--- src/hw/otpc_pkg.sv ---
// package: constants for the otp program controller
package otpc_pkg;
  // commands
  localparam logic [7:0] CMD_OTP_SETUP = 8'hC0;
  localparam logic [7:0] CMD_READ_ARRAY = 8'hFF;
  localparam logic [7:0] CMD_READ_STATUS = 8'h70;
  localparam logic [7:0] CMD_CLEAR_STATUS = 8'h50;
  // status bit positions
  localparam int SR_READY = 7;
  localparam int SR_PROG_ERR = 4;
  localparam int SR_VOLT_ERR = 3;
  localparam int SR_PROTECT = 1;
  // otp address window
  localparam logic [23:0] OTP_ADDR_LO = 24'h000080;
  localparam logic [23:0] OTP_ADDR_HI = 24'h000088;
  // own register byte offsets
  localparam logic [3:0] OFF_CTRL = 4'h0;
  localparam logic [3:0] OFF_ADDR = 4'h4;
  localparam logic [3:0] OFF_DATA = 4'h8;
  localparam logic [3:0] OFF_STAT = 4'hC;
  // ctrl fields
  localparam int CTRL_GO = 0;
  localparam int CTRL_CLR = 1;
  localparam int CTRL_RST = 2;
  // pin timing
  localparam int CLK_MHZ = 200;
  localparam int STROBE_NS = 70;
  localparam int STROBE_CYC = (STROBE_NS * CLK_MHZ + 999) / 1000;
  localparam int RESET_PULSE_NS = 100;
  localparam int RESET_CYC = (RESET_PULSE_NS * CLK_MHZ + 999) / 1000;
  localparam int RECOV_NS = 150;
  localparam int RECOV_CYC = (RECOV_NS * CLK_MHZ + 999) / 1000;
  localparam logic [1:0] RESP_OKAY = 2'b00;
  localparam logic [1:0] RESP_SLVERR = 2'b10;
  typedef enum logic [9:0] {
    S_IDLE = 10'b0000000001,
    S_WR = 10'b0000000010,
    S_GAP = 10'b0000000100,
    S_RD = 10'b0000001000,
    S_CHK = 10'b0000010000,
    S_RST = 10'b0000100000,
    S_REC = 10'b0001000000,
    S_NEXT = 10'b0010000000,
    S_HOLD = 10'b0100000000,
    S_DONE = 10'b1000000000
  } otpc_state_t;
endpackage

--- src/hw/otpc_timer.sv ---
// strobe and delay counter
`timescale 1ns/1ps
module otpc_timer (
  // clock
  input wire logic aclk,
  input wire logic aresetn,
  // control
  input wire logic start,
  input wire logic [7:0] length,
  output logic done
);
  logic [7:0] cnt_reg;
  logic run_reg;
  always_ff @(posedge aclk) begin
    if (!aresetn) begin
      cnt_reg <= 8'h00;
      run_reg <= 1'b0;
      done <= 1'b0;
    end else begin
      done <= 1'b0;
      if (start) begin
        cnt_reg <= length;
        run_reg <= 1'b1;
      end else if (run_reg) begin
        if (cnt_reg <= 8'h01) begin
          run_reg <= 1'b0;
          done <= 1'b1;
        end else begin
          cnt_reg <= cnt_reg - 8'h01;
        end
      end
    end
  end
endmodule

--- src/hw/otpc_ctrl.sv ---
// host controller that programs the otp register of a parallel flash
// Contract
// - program starts with setup write C0h, then data write to location.
// - poll status by re-strobing output enable until ready bit is one.
// - after voltage error no further program until status is cleared.
// - after last program write read-array FFh.
// - on error clear status before any retry; code blocks retry only after a voltage error.
// - host reissues commands aborted by reset.
// - read-array command issued before array access after program.
// - chip select decoded, reset driven from system power good.
`timescale 1ns/1ps
module otpc_ctrl (
  // clock and reset
  input wire logic aclk,
  input wire logic aresetn,
  // axi4-lite write
  input wire logic [3:0] s_awaddr,
  input wire logic s_awvalid,
  output logic s_awready,
  input wire logic [31:0] s_wdata,
  input wire logic [3:0] s_wstrb,
  input wire logic s_wvalid,
  output logic s_wready,
  output logic [1:0] s_bresp,
  output logic s_bvalid,
  input wire logic s_bready,
  // axi4-lite read
  input wire logic [3:0] s_araddr,
  input wire logic s_arvalid,
  output logic s_arready,
  output logic [31:0] s_rdata,
  output logic [1:0] s_rresp,
  output logic s_rvalid,
  input wire logic s_rready,
  // flash pins
  output logic [23:0] flash_addr,
  output logic [7:0] flash_dq_o,
  output logic flash_dq_oe,
  input wire logic [7:0] flash_dq_i,
  output logic chip_select_a,
  output logic write_enable_n,
  output logic output_enable_n,
  output logic reset_powerdown_n,
  input wire logic completion_status_pin,
  input wire logic system_power_good,
  // status
  output logic busy
);
  import otpc_pkg::*;
  otpc_state_t state_reg;
  logic [23:0] addr_reg;
  logic [7:0] data_reg;
  logic [7:0] status_reg;
  logic [7:0] wcmd_reg;
  logic [1:0] phase_reg;
  logic range_err_reg;
  logic done_reg;
  logic tstart;
  logic [7:0] tlen;
  logic tdone;
  logic aw_hold_reg, w_hold_reg;
  logic [3:0] aw_addr_reg;
  logic [31:0] w_data_reg;
  logic [3:0] w_strb_reg;
  logic wr_fire;
  logic voltage_block;
  // ---------------------------------------------------------------
  // register bus
  // ---------------------------------------------------------------
  assign wr_fire = aw_hold_reg && w_hold_reg && !s_bvalid;
  always_ff @(posedge aclk) begin
    if (!aresetn) begin
      aw_hold_reg <= 1'b0;
      w_hold_reg <= 1'b0;
      aw_addr_reg <= 4'h0;
      w_data_reg <= 32'h00000000;
      w_strb_reg <= 4'h0;
      s_awready <= 1'b0;
      s_wready <= 1'b0;
      s_bvalid <= 1'b0;
      s_bresp <= RESP_OKAY;
    end else begin
      s_awready <= !aw_hold_reg && !s_awready && s_awvalid;
      s_wready <= !w_hold_reg && !s_wready && s_wvalid;
      if (s_awvalid && s_awready) begin
        aw_hold_reg <= 1'b1;
        aw_addr_reg <= s_awaddr;
      end
      if (s_wvalid && s_wready) begin
        w_hold_reg <= 1'b1;
        w_data_reg <= s_wdata;
        w_strb_reg <= s_wstrb;
      end
      if (wr_fire) begin
        aw_hold_reg <= 1'b0;
        w_hold_reg <= 1'b0;
        s_bvalid <= 1'b1;
        s_bresp <= (busy && aw_addr_reg != OFF_STAT) ? RESP_SLVERR : RESP_OKAY;
      end else if (s_bvalid && s_bready) begin
        s_bvalid <= 1'b0;
      end
    end
  end
  always_ff @(posedge aclk) begin
    if (!aresetn) begin
      s_arready <= 1'b0;
      s_rvalid <= 1'b0;
      s_rdata <= 32'h00000000;
      s_rresp <= RESP_OKAY;
    end else begin
      s_arready <= !s_arready && !s_rvalid && s_arvalid;
      if (s_arvalid && s_arready) begin
        s_rvalid <= 1'b1;
        s_rresp <= RESP_OKAY;
        unique case (s_araddr)
          OFF_CTRL: s_rdata <= {31'h0, busy};
          OFF_ADDR: s_rdata <= {8'h00, addr_reg};
          OFF_DATA: s_rdata <= {24'h000000, data_reg};
          OFF_STAT: s_rdata <= {22'h0, done_reg, range_err_reg, 
                                status_reg};
          default: begin
            s_rdata <= 32'h00000000;
            s_rresp <= RESP_SLVERR;
          end
        endcase
      end else if (s_rvalid && s_rready) begin
        s_rvalid <= 1'b0;
      end
    end
  end
  // ---------------------------------------------------------------
  // sequencer
  // ---------------------------------------------------------------
  // a latched voltage error blocks new programs until cleared
  assign voltage_block = status_reg[SR_VOLT_ERR];
  always_ff @(posedge aclk) begin
    if (!aresetn) begin
      state_reg <= S_IDLE;
      addr_reg <= 24'h000000;
      data_reg <= 8'h00;
      status_reg <= 8'h00;
      wcmd_reg <= CMD_READ_ARRAY;
      phase_reg <= 2'b00;
      range_err_reg <= 1'b0;
      done_reg <= 1'b0;
      busy <= 1'b0;
      tstart <= 1'b0;
      tlen <= 8'h01;
    end else begin
      tstart <= 1'b0;
      tlen <= 8'(STROBE_CYC);
      if (!system_power_good && state_reg != S_RST) begin
        state_reg <= S_RST;
        status_reg <= 8'h00;
        busy <= 1'b1;
        tstart <= 1'b1;
        tlen <= 8'(RESET_CYC);
      end else begin
        unique case (state_reg)
          S_IDLE: begin
            if (wr_fire && aw_addr_reg == OFF_ADDR && w_strb_reg[0]) addr_reg <= w_data_reg[23:0];
            if (wr_fire && aw_addr_reg == OFF_DATA && w_strb_reg[0]) data_reg <= w_data_reg[7:0];
            if (wr_fire && aw_addr_reg == OFF_CTRL) begin
              done_reg <= 1'b0;
              if (w_data_reg[CTRL_RST]) begin
                state_reg <= S_RST;
                busy <= 1'b1;
                tstart <= 1'b1;
                tlen <= 8'(RESET_CYC);
              end else if (w_data_reg[CTRL_CLR]) begin
                wcmd_reg <= CMD_CLEAR_STATUS;
                phase_reg <= 2'b11;
                state_reg <= S_WR;
                busy <= 1'b1;
                tstart <= 1'b1;
              end else if (w_data_reg[CTRL_GO]) begin
                if (addr_reg < OTP_ADDR_LO || addr_reg >= OTP_ADDR_HI) begin
                  range_err_reg <= 1'b1;
                  done_reg <= 1'b1;
                end else if (!voltage_block) begin
                  range_err_reg <= 1'b0;
                  wcmd_reg <= CMD_OTP_SETUP;
                  phase_reg <= 2'b00;
                  state_reg <= S_WR;
                  busy <= 1'b1;
                  tstart <= 1'b1;
                end else begin
                  done_reg <= 1'b1;
                end
              end
            end
          end
          S_WR, S_HOLD: begin
            if (tdone) begin
              state_reg <= (state_reg == S_WR) ? S_GAP : S_RD;
              tstart <= 1'b1;
            end
          end
          S_GAP: begin
            if (tdone) begin
              unique case (phase_reg)
                2'b00: begin
                  wcmd_reg <= data_reg;
                  phase_reg <= 2'b01;
                  state_reg <= S_WR;
                  tstart <= 1'b1;
                end
                2'b01: begin
                  state_reg <= S_RD;
                  tstart <= 1'b1;
                end
                2'b10: begin
                  state_reg <= S_DONE;
                end
                default: begin
                  status_reg <= 8'h00;
                  wcmd_reg <= CMD_READ_ARRAY;
                  phase_reg <= 2'b10;
                  state_reg <= S_WR;
                  tstart <= 1'b1;
                end
              endcase
            end
          end
          S_RD: begin
            if (tdone) begin
              status_reg <= flash_dq_i;
              state_reg <= S_CHK;
            end
          end
          S_CHK: begin
            // output enable goes high then low again to refresh status
            if (status_reg[SR_READY]) begin
              wcmd_reg <= CMD_READ_ARRAY;
              phase_reg <= 2'b10;
              state_reg <= S_WR;
              tstart <= 1'b1;
            end else begin
              state_reg <= S_HOLD;
              tstart <= 1'b1;
            end
          end
          S_RST: begin
            if (tdone) begin
              state_reg <= S_REC;
              tstart <= 1'b1;
              tlen <= 8'(RECOV_CYC);
            end
          end
          S_REC: begin
            // aborted work shows as done with cleared status; software reissues it
            if (tdone && system_power_good) begin
              wcmd_reg <= CMD_READ_ARRAY;
              phase_reg <= 2'b10;
              state_reg <= S_WR;
              tstart <= 1'b1;
            end
          end
          S_DONE: begin
            busy <= 1'b0;
            done_reg <= 1'b1;
            state_reg <= S_IDLE;
          end
          default: state_reg <= S_IDLE;
        endcase
      end
    end
  end
  // ---------------------------------------------------------------
  // pins
  // ---------------------------------------------------------------
  always_ff @(posedge aclk) begin
    if (!aresetn) begin
      flash_addr <= 24'h000000;
      flash_dq_o <= 8'h00;
      flash_dq_oe <= 1'b0;
      chip_select_a <= 1'b0;
      write_enable_n <= 1'b1;
      output_enable_n <= 1'b1;
      reset_powerdown_n <= 1'b0;
    end else begin
      reset_powerdown_n <= !(state_reg == S_RST);
      flash_addr <= addr_reg;
      flash_dq_o <= wcmd_reg;
      flash_dq_oe <= (state_reg == S_WR) || (state_reg == S_GAP && phase_reg != 2'b01);
      write_enable_n <= !(state_reg == S_WR);
      chip_select_a <= (state_reg == S_WR) || (state_reg == S_RD);
      output_enable_n <= !(state_reg == S_RD);
    end
  end
  otpc_timer u_timer (
    .aclk(aclk),
    .aresetn(aresetn),
    .start(tstart),
    .length(tlen),
    .done(tdone)
  );
  // ---------------------------------------------------------------
  // checks
  // ---------------------------------------------------------------
  we_needs_cs_a: assert property (@(posedge aclk) disable iff (!aresetn)
    !write_enable_n |-> chip_select_a) else $error("write without select");
  setup_first_a: assert property (@(posedge aclk) disable iff (!aresetn)
    $rose(busy) && state_reg == S_WR && phase_reg == 2'b00 |-> wcmd_reg == CMD_OTP_SETUP)
    else $error("setup code missing");
  range_err_a: assert property (@(posedge aclk) disable iff (!aresetn)
    $rose(range_err_reg) |-> !busy) else $error("out of range started");
  volt_block_a: assert property (@(posedge aclk) disable iff (!aresetn)
    state_reg == S_IDLE && voltage_block |=> !(state_reg == S_WR && phase_reg == 2'b00))
    else $error("program after voltage error");
  rst_low_a: assert property (@(posedge aclk) disable iff (!aresetn)
    state_reg == S_RST |=> !reset_powerdown_n) else $error("reset pin not low");
  read_array_after_a: assert property (@(posedge aclk) disable iff (!aresetn)
    state_reg == S_CHK && status_reg[SR_READY] |=> wcmd_reg == CMD_READ_ARRAY)
    else $error("no read array");
  sticky_a: assert property (@(posedge aclk) disable iff (!aresetn)
    state_reg == S_IDLE && !wr_fire && system_power_good |=> $stable(status_reg))
    else $error("status changed");
  rec_array_a: assert property (@(posedge aclk) disable iff (!aresetn)
    state_reg == S_REC && tdone && system_power_good |=> wcmd_reg == CMD_READ_ARRAY)
    else $error("no read array after reset");
  prog_c: cover property (@(posedge aclk) state_reg == S_CHK && status_reg[SR_READY]);
  poll_c: cover property (@(posedge aclk) state_reg == S_HOLD);
  reset_c: cover property (@(posedge aclk) state_reg == S_REC);
endmodule

--- config.mk ---
export PLATFORM = sky130hd
export DESIGN_NAME = otpc_ctrl
export DESIGN_NICKNAME = d
export VERILOG_FILES = /design/src/hw/otpc_pkg.sv /design/src/hw/otpc_timer.sv /design/src/hw/otpc_ctrl.sv
export SDC_FILE = /design/constraint.sdc
export NUM_CORES = 1
export LEC_CHECK = 0
export ABC_AREA = 1
export BUFFER_PORTS_ARGS = -buffer_cell sky130_fd_sc_hd__buf_2
export CAP_MARGIN = 15
export CORE_ASPECT_RATIO = 0.9
export CORE_MARGIN = 2
export CORE_UTILIZATION = 50
export DETAILED_ROUTE_END_ITERATION = 10
export MAX_ROUTING_LAYER = met4
export PLACE_DENSITY_LB_ADDON = 0.2
export SLEW_MARGIN = 20
export SYNTH_ARGS = -nofsm -noshare
export SYNTH_HDL_FRONTEND = slang
export SYNTH_SLANG_ARGS = --single-unit
--- constraint.sdc ---
create_clock -name aclk -period 2 [get_ports aclk]
set_clock_uncertainty 0.05 [all_clocks]
set_input_delay 0.1 -clock aclk [delete_from_list [all_inputs] [get_ports aclk]]
set_output_delay 0.1 -clock aclk [all_outputs]
set_load 0.05 [all_outputs]
=== After elaboration in Yosys (flattened, before gate mapping) ===
Index checks and enable logic that the tools add are counted.

* Equal/unequal tests: 46
* Bitwise gates (word level): 5
* Muxes and demuxes: 90
* Magnitude comparators: 3
* $add $sub $neg: 1
* Reductions and logical operators: 64

{| class="wikitable"
|+ Operators with widths
! cell !! number
|-
| $mux W8 || 15
|-
| $mux W10 || 11
|-
| $pmux W24 S4 || 1
|-
| $pmux W10 S7 || 1
|-
| $mux W1 || 34
|-
| $pmux W8 S2 || 2
|-
| $pmux W8 S4 || 1
|-
| $ge A24 B8 Y1 const B || 1
|-
| $lt A24 B8 Y1 const B || 1
|-
| $logic_and A1 B1 Y1 || 22
|-
| $mux W2 || 11
|-
| $mux W5 || 4
|-
| $pmux W10 S2 || 1
|-
| $reduce_and A9 Y1 || 2
|-
| $ne A4 B4 Y1 const B || 4
|-
| $ne A3 B3 Y1 const B || 5
|-
| $ne A5 B5 Y1 const B || 3
|-
| $ne A2 B2 Y1 const B || 7
|-
| $eq A4 B4 Y1 const B || 3
|-
| $ne A2 B1 Y1 const B || 6
|-
| $ne A3 B2 Y1 const B || 4
|-
| $logic_not A1 Y1 || 11
|-
| $reduce_and A11 Y1 || 1
|-
| $eq A10 B1 Y1 const B || 1
|-
| 37 further kinds || 57
|}

* Input port bits: 61
* Word-level logic and storage cells: 245
* Register bits: 191
* Output and inout port bits: 79

=== Longest topological paths before layout ===
Gate-level depths: netlist of the first run.

* Depth in word-level cells: 9
* Gate-level depth with buffers: 14
* Gate-level depth less buffers: 13

=== Cells and area by module ===
Synthesis of the first run repeated with hierarchy kept, for this count alone.

* Cell total of the unflattened synthesis: 1008
* Area, all modules: 7435.9 sq um

{| class="wikitable"
|+ Modules (own cells, without submodules)
! module !! cells an instance !! area an instance (sq um) !! instances !! sequential area each (sq um)
|-
| otpc_ctrl || 899 || 6756.5 || 1 || 3323.2
|-
| otpc_timer || 109 || 679.4 || 1 || 200.2
|}

=== Worst setup path after synthesis of the first run ===
OpenSTA, ideal clock, no wires.

* Path type: register -> register
* Start point: reg s_bvalid
* End point: reg wcmd_reg[0]
* Path buffers: 1
* Slack: 239 ps
* Required time: 1816 ps
* Setup time: 134 ps
* Arrival: 1578 ps
* Period minus slack after synthesis: 1761 ps
* Cell stages (with the launch flop): 12
* Path through: dfxtp_1 > nor3_4 > nand2_1 > nand2_1 > nand2_1 > inv_1 > nand3_1 > nor2_2 > nand2_2 > buf_6 > nand2_1 > nand3_1

* Word-level cells in the longest chain between the ends: 5

{| class="wikitable"
|+ RTL lines
! element !! line !! source
|-
| start, declared || otpc_ctrl.sv:25 || <nowiki>output logic s_bvalid,</nowiki>
|-
| start signal, assigned || otpc_ctrl.sv:80 || <nowiki>s_bvalid <= 1'b0;</nowiki>
|-
| start signal, assigned || otpc_ctrl.sv:97 || <nowiki>s_bvalid <= 1'b1;</nowiki>
|-
| start signal, assigned || otpc_ctrl.sv:100 || <nowiki>s_bvalid <= 1'b0;</nowiki>
|-
| $logic_not A1 Y1 || otpc_ctrl.sv:70 || <nowiki>assign wr_fire = aw_hold_reg && w_hold_reg && !s_bvalid;</nowiki>
|-
| $logic_and A1 B1 Y1 || otpc_ctrl.sv:70 ||
|-
| $logic_and A1 B1 Y1 || otpc_ctrl.sv:163 || <nowiki>if (wr_fire && aw_addr_reg == OFF_CTRL) begin</nowiki>
|-
| $ne A2 B2 Y1 (no source line) || -- ||
|-
| $reduce_and A11 Y1 (no source line) || -- ||
|-
| end signal, assigned || otpc_ctrl.sv:203 || <nowiki>wcmd_reg <= data_reg;</nowiki>
|-
| end, declared || otpc_ctrl.sv:54 || <nowiki>logic [7:0] wcmd_reg;</nowiki>
|}

No other way between the ends.
A chain may end at the register's enable or synchronous reset.

=== Final worst setup path of the first run ===
* Start point: reg state_reg[2]
* End point: reg phase_reg[1]

* Word-level cells in the longest chain between the ends: 4
* Elaborated cells on any way between the ends: 19
* Classes of those cells: eq/ne: 14; mux: 1; bitwise: 1; reduce/logical: 3

{| class="wikitable"
|+ RTL lines
! element !! line !! source
|-
| start, declared || otpc_ctrl.sv:50 || <nowiki>otpc_state_t state_reg;</nowiki>
|-
| start signal, assigned || otpc_ctrl.sv:195 || <nowiki>state_reg <= (state_reg == S_WR) ? S_GAP : S_RD;</nowiki>
|-
| branches (longest 4 deep; another with $reduce_and A11 Y1) || -- ||
|-
| end signal, assigned || otpc_ctrl.sv:143 || <nowiki>phase_reg <= 2'b00;</nowiki>
|-
| end signal, assigned || otpc_ctrl.sv:172 || <nowiki>phase_reg <= 2'b11;</nowiki>
|-
| end signal, assigned || otpc_ctrl.sv:183 || <nowiki>phase_reg <= 2'b00;</nowiki>
|-
| end, declared || otpc_ctrl.sv:55 || <nowiki>logic [1:0] phase_reg;</nowiki>
|}

Several ways; the timed one is not identified.

==> results.txt, run 1 <==
Min-Delay Endpoint -> s_rdata[0]$_SDFFE_PN0P_
R2R Setup Slk -> 60 ps
Fin Setup TNS -> 0 ps
RSZ-0062 raised after global routing -> yes
Final Wtd Congestion -> 0.929
DIE WIDTH -> 130 microns
Clock latency on the worst-skew pair -> 430 ps
Worst EP required -> 2310 ps
CP Data Arrival Time -> 2260 ps
Remaining antenna violation count -> 0
Initial core utilization -> 51.3%
Max-cap check violation count -> 0
Worst path top cell family by delay -> simple AND/OR/NAND/NOR gates
Leakage dissipation -> 0.00423 uW
Layout cells sized above 1 -> 18.6%
Syn_area_per_cell -> 7.52 sq um
PD cells -> 1190 nW/um^2
DIE HEIGHT -> 118 microns
Number of H-tree levels -> 4
Distinct cell type count of the synthesized netlist -> 43
Pin count of the biggest net entering global routing -> 96
Worst reg2reg path startpoint -> state_reg[2]$_SDFFE_PP0P_
CTS tree -> yes
Ys Warns -> 0
CTS Buf Count -> 17
Detailed-route wire length -> 18.2 mm
Antenna violations before repair -> 0
Site Rows -> 41
# IOs -> 140
Area delta synth->final -> 27.4%
Final worst path period share -> 97.2%
Area contributors post-synth -> dfxtp_1 (49%), nand2_1 (9.8%), o21ai_0 (6.9%)
Worst setup path startpoint -> state_reg[2]$_SDFFE_PP0P_
GRT Total Usage -> 24.2%
Ys async rst share -> 0%
Max Buffers Root-to-Sink -> 2
Leading area contributor after synthesis -> dfxtp_1
Final Hold Viols -> 0
Setup crit start kind -> flip-flop
CP max stage delay -> 340 ps
Worst Hold Launch -> s_araddr[3]
Hpwl dp -> 12.5 mm
Run status -> finished, final reports clean
Post-Synthesis Cells -> 955
Overflow after GRT -> 0
Kind of end point of the critical path -> flip-flop
Initial DRC count -> 500
Clock sinks -> 176
Antenna Diode Count -> 0
Fin util -> 65.4%
Post-Syn Area -> 7180 sq um
CP max-delay cell -> dfxtp_2
Worst vdd ir -> 0.937 mV
Final setup viols -> 0
EDFF count, synth -> 0
Most used DFF post-synth -> dfxtp_1
Port-buffer cells -> 117
Min-Delay Path Class -> input port to flip-flop
Fill cell count -> 1,207
Maximum fanout along the worst path -> 11
Crit Path Category -> flip-flop to flip-flop
# DRC -> 0
Worst R2R Path Depth -> 11
Root buf cell -> clkbuf_16
WP buf/inv -> 1
Hold depth -> 4
Critical R2R Capture -> phase_reg[1]$_SDFFE_PN0P_
Tmin final -> 1940 ps
Clock slew at reported path FFs -> 70 ps
Drt via density -> 4.96
Worst path cell trace -> nor2_2, nand2_2, nor2_4, nand3_4, nand2_8, nand3_1, nor2_4, nand2_4, inv_2, nor2_1, nor2_1
Vias -> 6,609
Slew Limit Fails -> 0
First-pass GRT wire length -> 28.6 mm
Synth Register Bits -> 176
DR pass1 iterations -> 5
Post-synthesis sequential area ratio -> 49.1%
Number of global-route vias before repair -> 5,868
Routed wire per std cell -> 13.6 microns
Die Area -> 15,300 sq um
# nets final -> 1,194
Core area -> 14,000 sq um
Post-synth top area share -> 49.1%
Fmax -> 514 MHz
area by class of cell:
| class | instances | area, sq um | area share (%) |
|---|---|---|---|
| clock buffers | 20 | 447 | 4.88 |
| well taps | 193 | 241 | 2.64 |
| flip-flops and latches | 176 | 3520 | 38.5 |
| inverters | 123 | 479 | 5.24 |
| multi-input cells | 617 | 3010 | 32.9 |
| repair buffers | 189 | 1290 | 14.1 |
| clock inverters | 12 | 149 | 1.63 |
| repair inverters | 2 | 15.0 | 0.164 |
tightest hold or removal path: stages:
cell and delay, ps:
buf_2 110, nor3_1 50, o31ai_1 230, a21oi_1 60
per-layer routing:
layer	vias to the layer above	wire length, microns	track usage, %
met1	2957	8990	35.5
met2	232	7640	33.3
met4	0	256	6.65
met5	-	0	-
li1	3393	-	-
met3	27	1280	6.05
cell families (layout without fill, tap and decap cells):
| kind of cell | count (synthesis) | after routing | share of synthesized area [%] |
|---|---|---|---|
| and+or+nand+nor | 390 | 390 | 24.0 |
| AOI/OAI and AO/OA | 208 | 208 | 15.3 |
| DFF | 176 | 176 | 49.1 |
| buffers and inverters | 171 | 346 | 10.1 |
| adders and majority gates | 7 | 7 | 1.22 |
| xor gates and xnor gates | 2 | 2 | 0.244 |
| other | 1 | 10 | 0.0522 |
report_power, final:
group          internal [uW]  switching [uW]  leakage (uW)
clock network           1910            1440      0.000294
logic                   1230            2290       0.00251
registers               3830             230       0.00143
total                   6970            3960       0.00423
what timing repair did:
item / 4_1_cts / 5_1_grt
pin swaps: 0 / 1
gates resized for setup: 0 / 24
hold buffers: 45 / 0
endpoints found under the hold margin: 57 / 0
endpoints found under the setup margin: 1 / 53
gates cloned: 0 / 2
buffers inserted: 0 / 9
synthesized netlist by cell type (3+ instances only):
| cell type | n |
|---|---|
| nand4_1 | 14 |
| ha_1 | 7 |
| buf_2 | 4 |
| inv_2 | 3 |
| nor2_2 | 4 |
| o31ai_1 | 3 |
| a21oi_1 | 88 |
| inv_1 | 116 |
| nand3_1 | 39 |
| o22ai_1 | 4 |
| nand2_2 | 4 |
| nand3_2 | 3 |
| buf_4 | 10 |
| nand2_1 | 187 |
| dfxtp_1 | 176 |
| o21ai_0 | 99 |
| nor2_4 | 6 |
| o221ai_1 | 6 |
| nor2_1 | 111 |
| buf_6 | 4 |
| nor3_1 | 13 |
| clkbuf_1 | 29 |
how the worst max path moves through the flow:
stage | cells past startpoint | to | slack, ps
finish | 11 | phase_reg[1]$_SDFFE_PN0P_ | 60
global route | 11 | phase_reg[1]$_SDFFE_PN0P_ | -50
CTS | 11 | addr_reg[5]$_SDFFE_PN0P_ | -3
detailed placement | 11 | addr_reg[5]$_SDFFE_PN0P_ | 6
global placement | 11 | addr_reg[2]$_SDFFE_PN0P_ | 110
floorplan | 11 | wcmd_reg[0]$_SDFFE_PN1P_ | 240
per-stage QoR:
stage / total power [uW] / area (sq um) / hold WS, ps / worst slack (ps) / instances
finish: 10900 / 9150 / 126 / 55.6 / 1332
global route: 11600 / 9150 / 159 / -54.1 / 1332
CTS: 10700 / 9000 / 111 / -3.13 / 1321
detailed placement: 7260 / 7950 / 299 / 6.05 / 1244
global placement: 7230 / 7950 / 287 / 110 / 1244
floorplan: 6560 / 7220 / 77.7 / 239 / 964
cell usage in the layout (no fill, tap or decap), drive strengths merged:
| cell type | synthesis | layout |
|---|---|---|
| nand2 | 192 | 192 |
| dfxtp | 176 | 176 |
| buf | 19 | 144 |
| inv | 121 | 126 |
| nor2 | 122 | 122 |
| o21ai | 99 | 99 |
| a21oi | 89 | 89 |
| dlygate4sd3 | 0 | 45 |
| nand3 | 43 | 43 |
| clkbuf | 29 | 20 |
| nand4 | 14 | 14 |
| nor3 | 14 | 14 |
| conb | 1 | 10 |
| ha | 7 | 7 |
| o221ai | 6 | 6 |
| clkinv | 2 | 5 |
| clkinvlp | 0 | 4 |
| o22ai | 4 | 4 |
| o31ai | 3 | 3 |
| xor2 | 2 | 2 |
| nor3b | 2 | 2 |
| bufinv | 0 | 2 |
| o211ai | 2 | 2 |
| o21a | 1 | 1 |
| a221oi | 1 | 1 |
| a31oi | 1 | 1 |
| a211oi | 1 | 1 |
| or2 | 1 | 1 |
| and2 | 1 | 1 |
| o21bai | 1 | 1 |
| nand3b | 1 | 1 |
No activity file was read; power rests on OpenSTA's default activity.
==> run 2: changes to the inputs <==
ABC_AREA = 0   (was 1)
==> run 2 against run 1 <==
  * Largest power group unchanged
  * The run now ends with setup timing left
  * Worst setup slack lost 420 ps
  * Critical endpoint unchanged
  * Count of clock-buffer cells in the layout shrank 1
  * Largest cell class is now multi-input combinational cells
  * Wire length grew 22%
  * Global-route usage grew 6.1 points
==> results.txt, run 2 <==
Final Hold Viols -> 0 (unchanged)
CP Data Arrival Time -> 2650 ps (was 2260 ps)
Distinct cell type count of the synthesized netlist -> 64 (was 43)
EDFF count, synth -> 0 (unchanged)
Port-buffer cells -> 117 (unchanged)
Area contributors post-synth -> dfxtp_1 (50%), nand2_1 (5.3%), mux2i_1 (5.2%) (was dfxtp_1 (49%), nand2_1 (9.8%), o21ai_0 (6.9%))
CTS tree -> yes (unchanged)
Layout cells sized above 1 -> 35.3% (was 18.6%)
DIE HEIGHT -> 116 microns (was 118 microns)
Antenna Diode Count -> 0 (unchanged)
Tmin final -> 2360 ps (was 1940 ps)
Pin count of the biggest net entering global routing -> 43 (was 96)
Remaining antenna violation count -> 0 (unchanged)
Hpwl dp -> 14.9 mm (was 12.5 mm)
Commonest non-fill, non-tap cell in the layout -> dfxtp_1 (was nand2_1)
Failing checks -> setup timing
Drt via density -> 5.56 (was 4.96)
Kind of end point of the critical path -> flip-flop (unchanged)
Most used DFF post-synth -> dfxtp_1 (unchanged)
Post-synth top area share -> 50.4% (was 49.1%)
Leakage dissipation -> 0.00418 uW (was 0.00423 uW)
# IOs -> 140 (unchanged)
Worst EP required -> 2290 ps (was 2310 ps)
Final Wtd Congestion -> 0.954 (was 0.929)
Clock latency on the worst-skew pair -> 430 ps (about the same)
Initial core utilization -> 51.7% (was 51.3%)
Critical R2R Capture -> phase_reg[1]$_SDFFE_PN0P_ (unchanged)
Post-Syn Area -> 6990 sq um (was 7180 sq um)
RSZ-0062 raised after global routing -> yes (unchanged)
Syn_area_per_cell -> 9.04 sq um (was 7.52 sq um)
Setup slack after layout -> -360 ps (was 55.6 ps)
Detailed-route wire length -> 22.1 mm (was 18.2 mm)
Most common cell in the synthesized netlist -> dfxtp_1 (was nand2_1)
Final setup viols -> 63 (was 0)
Setup crit start kind -> flip-flop (unchanged)
Clock slew at reported path FFs -> 60 ps (was 70 ps)
Root buf cell -> clkbuf_16 (unchanged)
Crit path to -> phase_reg[1]$_SDFFE_PN0P_ (unchanged)
Site Rows -> 40 (was 41)
Leading area contributor after synthesis -> dfxtp_1 (unchanged)
Number of global-route vias before repair -> 6,543 (was 5,868)
Worst setup path startpoint -> state_reg[2]$_SDFFE_PP0P_ (unchanged)
Post-synthesis sequential area ratio -> 50.4% (was 49.1%)
Non-Filler Instances -> 1,227 (was 1,332)
Die Area -> 14,900 sq um (was 15,300 sq um)
CTS Buf Count -> 17 (unchanged)
PD cells -> 862 nW/um^2 (was 1190 nW/um^2)
DIE WIDTH -> 129 microns (was 130 microns)
Max-cap check violation count -> 0 (unchanged)
Fill cell count -> 950 (was 1,207)
Post-Synthesis Cells -> 773 (was 955)
Fmax -> 424 MHz (was 514 MHz)
Final worst path period share -> 118% (was 97.2%)
Run status -> complete, but fails checks (was finished, final reports clean)
Ys async rst share -> 0% (unchanged)
GRT Total Usage -> 30.3% (was 24.2%)
Placed cell count -> 1,124 (was 1,244)
Worst vdd ir -> 0.663 mV (was 0.937 mV)
Initial DRC count -> 586 (was 500)
Routed wire per std cell -> 18.0 microns (was 13.6 microns)
Maximum fanout along the worst path -> 5 (was 11)
Slew @ Worst Pin -> 580 ps
# DRC -> 0 (unchanged)
Max Buffers Root-to-Sink -> 2 (unchanged)
Synth cell count leaders -> dfxtp_1 (176), nand2_1 (99), nor2_1 (94) (was nand2_1 (187), dfxtp_1 (176), inv_1 (116))
Worst R2R Path Depth -> 7 (was 11)
Vias -> 6,821 (was 6,609)
R2R Setup Slk -> -360 ps (was 60 ps)
Clock sinks -> 176 (unchanged)
Slew Limit Headroom -> 61.2%
Slew Limit Fails -> 0 (unchanged)
Crit Path Category -> flip-flop to flip-flop (unchanged)
# nets final -> 1,117 (was 1,194)
Synth Register Bits -> 176 (unchanged)
Overflow after GRT -> 0 (unchanged)
Number of H-tree levels -> 4 (unchanged)
Core area -> 13,500 sq um (was 14,000 sq um)
Area delta synth->final -> 45.3% (was 27.4%)
Antenna violations before repair -> 0 (unchanged)
First-pass GRT wire length -> 33.8 mm (was 28.6 mm)
Most frequent cells in the layout -> dfxtp_1 (163), buf_4 (122), buf_2 (117) (was nand2_1 (185), dfxtp_1 (175), buf_2 (116))
Min-Delay Path Class -> input port to flip-flop (unchanged)
DR pass1 iterations -> 7 (was 5)
Worst reg2reg path startpoint -> state_reg[2]$_SDFFE_PP0P_ (unchanged)
Place WS -> -446 ps (was 6.05 ps)
Ys Warns -> 0 (unchanged)
==> run 2: cell count changes in the layout (fill, tap and decap cells not counted), moves of 12 or more <==
| cell | delta |
|---|---|
| a21oi_1 | -29 |
| and2_1 | +35 |
| buf_4 | +98 |
| buf_6 | +12 |
| dfxtp_1 | -12 |
| inv_1 | -97 |
| mux2i_1 | +33 |
| nand2_1 | -88 |
| nand3_1 | -16 |
| nor2_1 | -18 |
| o21ai_0 | -78 |
==> run 2: how the worst min path moves through the flow <==
stage                 startpoint                     endpoint  slack (ps)  cells past startpoint
5_1_grt        system_power_good    state_reg[6]$_SDFFE_PP0P_          40                      3
4_1_cts        system_power_good    state_reg[6]$_SDFFE_PP0P_           9                      3
2_1_floorplan            aresetn           tlen[2]$_SDFF_PN0_          80                      0
3_5_place_dp         s_wdata[18]  w_data_reg[18]$_SDFFE_PN0P_         300                      3
3_3_place_gp          s_wdata[3]   w_data_reg[3]$_SDFFE_PN0P_         290                      3
6_report       system_power_good    state_reg[6]$_SDFFE_PP0P_          30                      3
==> run 2: report_power, final <==
| group | total, uW | internal, uW | leakage [uW] | switching [uW] |
|---|---|---|---|---|
| clock network | 3190 | 1850 | 0.000263 | 1340 |
| registers | 3790 | 3660 | 0.00143 | 134 |
| logic | 1770 | 783 | 0.00248 | 985 |
==> run 2: stage by stage <==
step | power (uW) | hold slack (ps) | setup TNS, ps | util [%] | area, sq um
6_report | 8750 | 26.7 | -13910 | 75.1 | 10100
5_1_grt | 9060 | 40.9 | -19760 | 75.1 | 10100
4_1_cts | 8580 | 9.17 | -15880 | 73.1 | 9870
3_5_place_dp | 5170 | 300 | -20360 | 62.1 | 8400
3_3_place_gp | 5120 | 291 | -18200 | 62.1 | 8400
2_1_floorplan | 4700 | 77.7 | -17310 | - | 7050
==> run 2: timing repair <==
action	4_1_cts	5_1_grt
hold endpoints to repair	42	0
gates resized for setup	75	50
setup buffers	20	12
endpoints found under the setup margin	66	70
pin swaps	22	28
cloned	1	0
hold buffers	46	0
==> run 2: metal layers <==
metal | GRT usage [%] | share of wire (%)
met5 | - | 0
met2 | 48.4 | 47
met3 | 5.18 | 6.8
met4 | 8.55 | 1.6
met1 | 40.2 | 44
==> run 2: layout make-up <==
type,count,area (sq um),area share [%]
clock buffer,19,443,4.36
clock inverter,10,114,1.12
inverter,19,71.3,0.703
multi-input combinational,533,3570,35.1
sequential,176,3550,35.0
tap,168,210,2.07
timing repair buffer,302,2190,21.6
==> run 2: logic make-up (layout without fill, tap and decap cells) <==
family          after synthesis  after routing  synth area share, %
mux                          36             36                 5.16
compound gates              152            152                 14.2
other cells                   1             10               0.0537
buf+inv                      73            350                 5.61
simple gates                323            323                 22.7
fa+ha+maj                     7              7                 1.25
flops                       176            176                 50.4
xor+xnor                      5              5                0.627
==> run 2: worst max-delay path, cell delays in order, from the launching register on <==
cell and delay, ps:
dfxtp_2 350, nor4_4 360, a41oi_4 170, buf_4 160, buf_4 130, or4_4 460, or4_1 520, o31ai_1 80
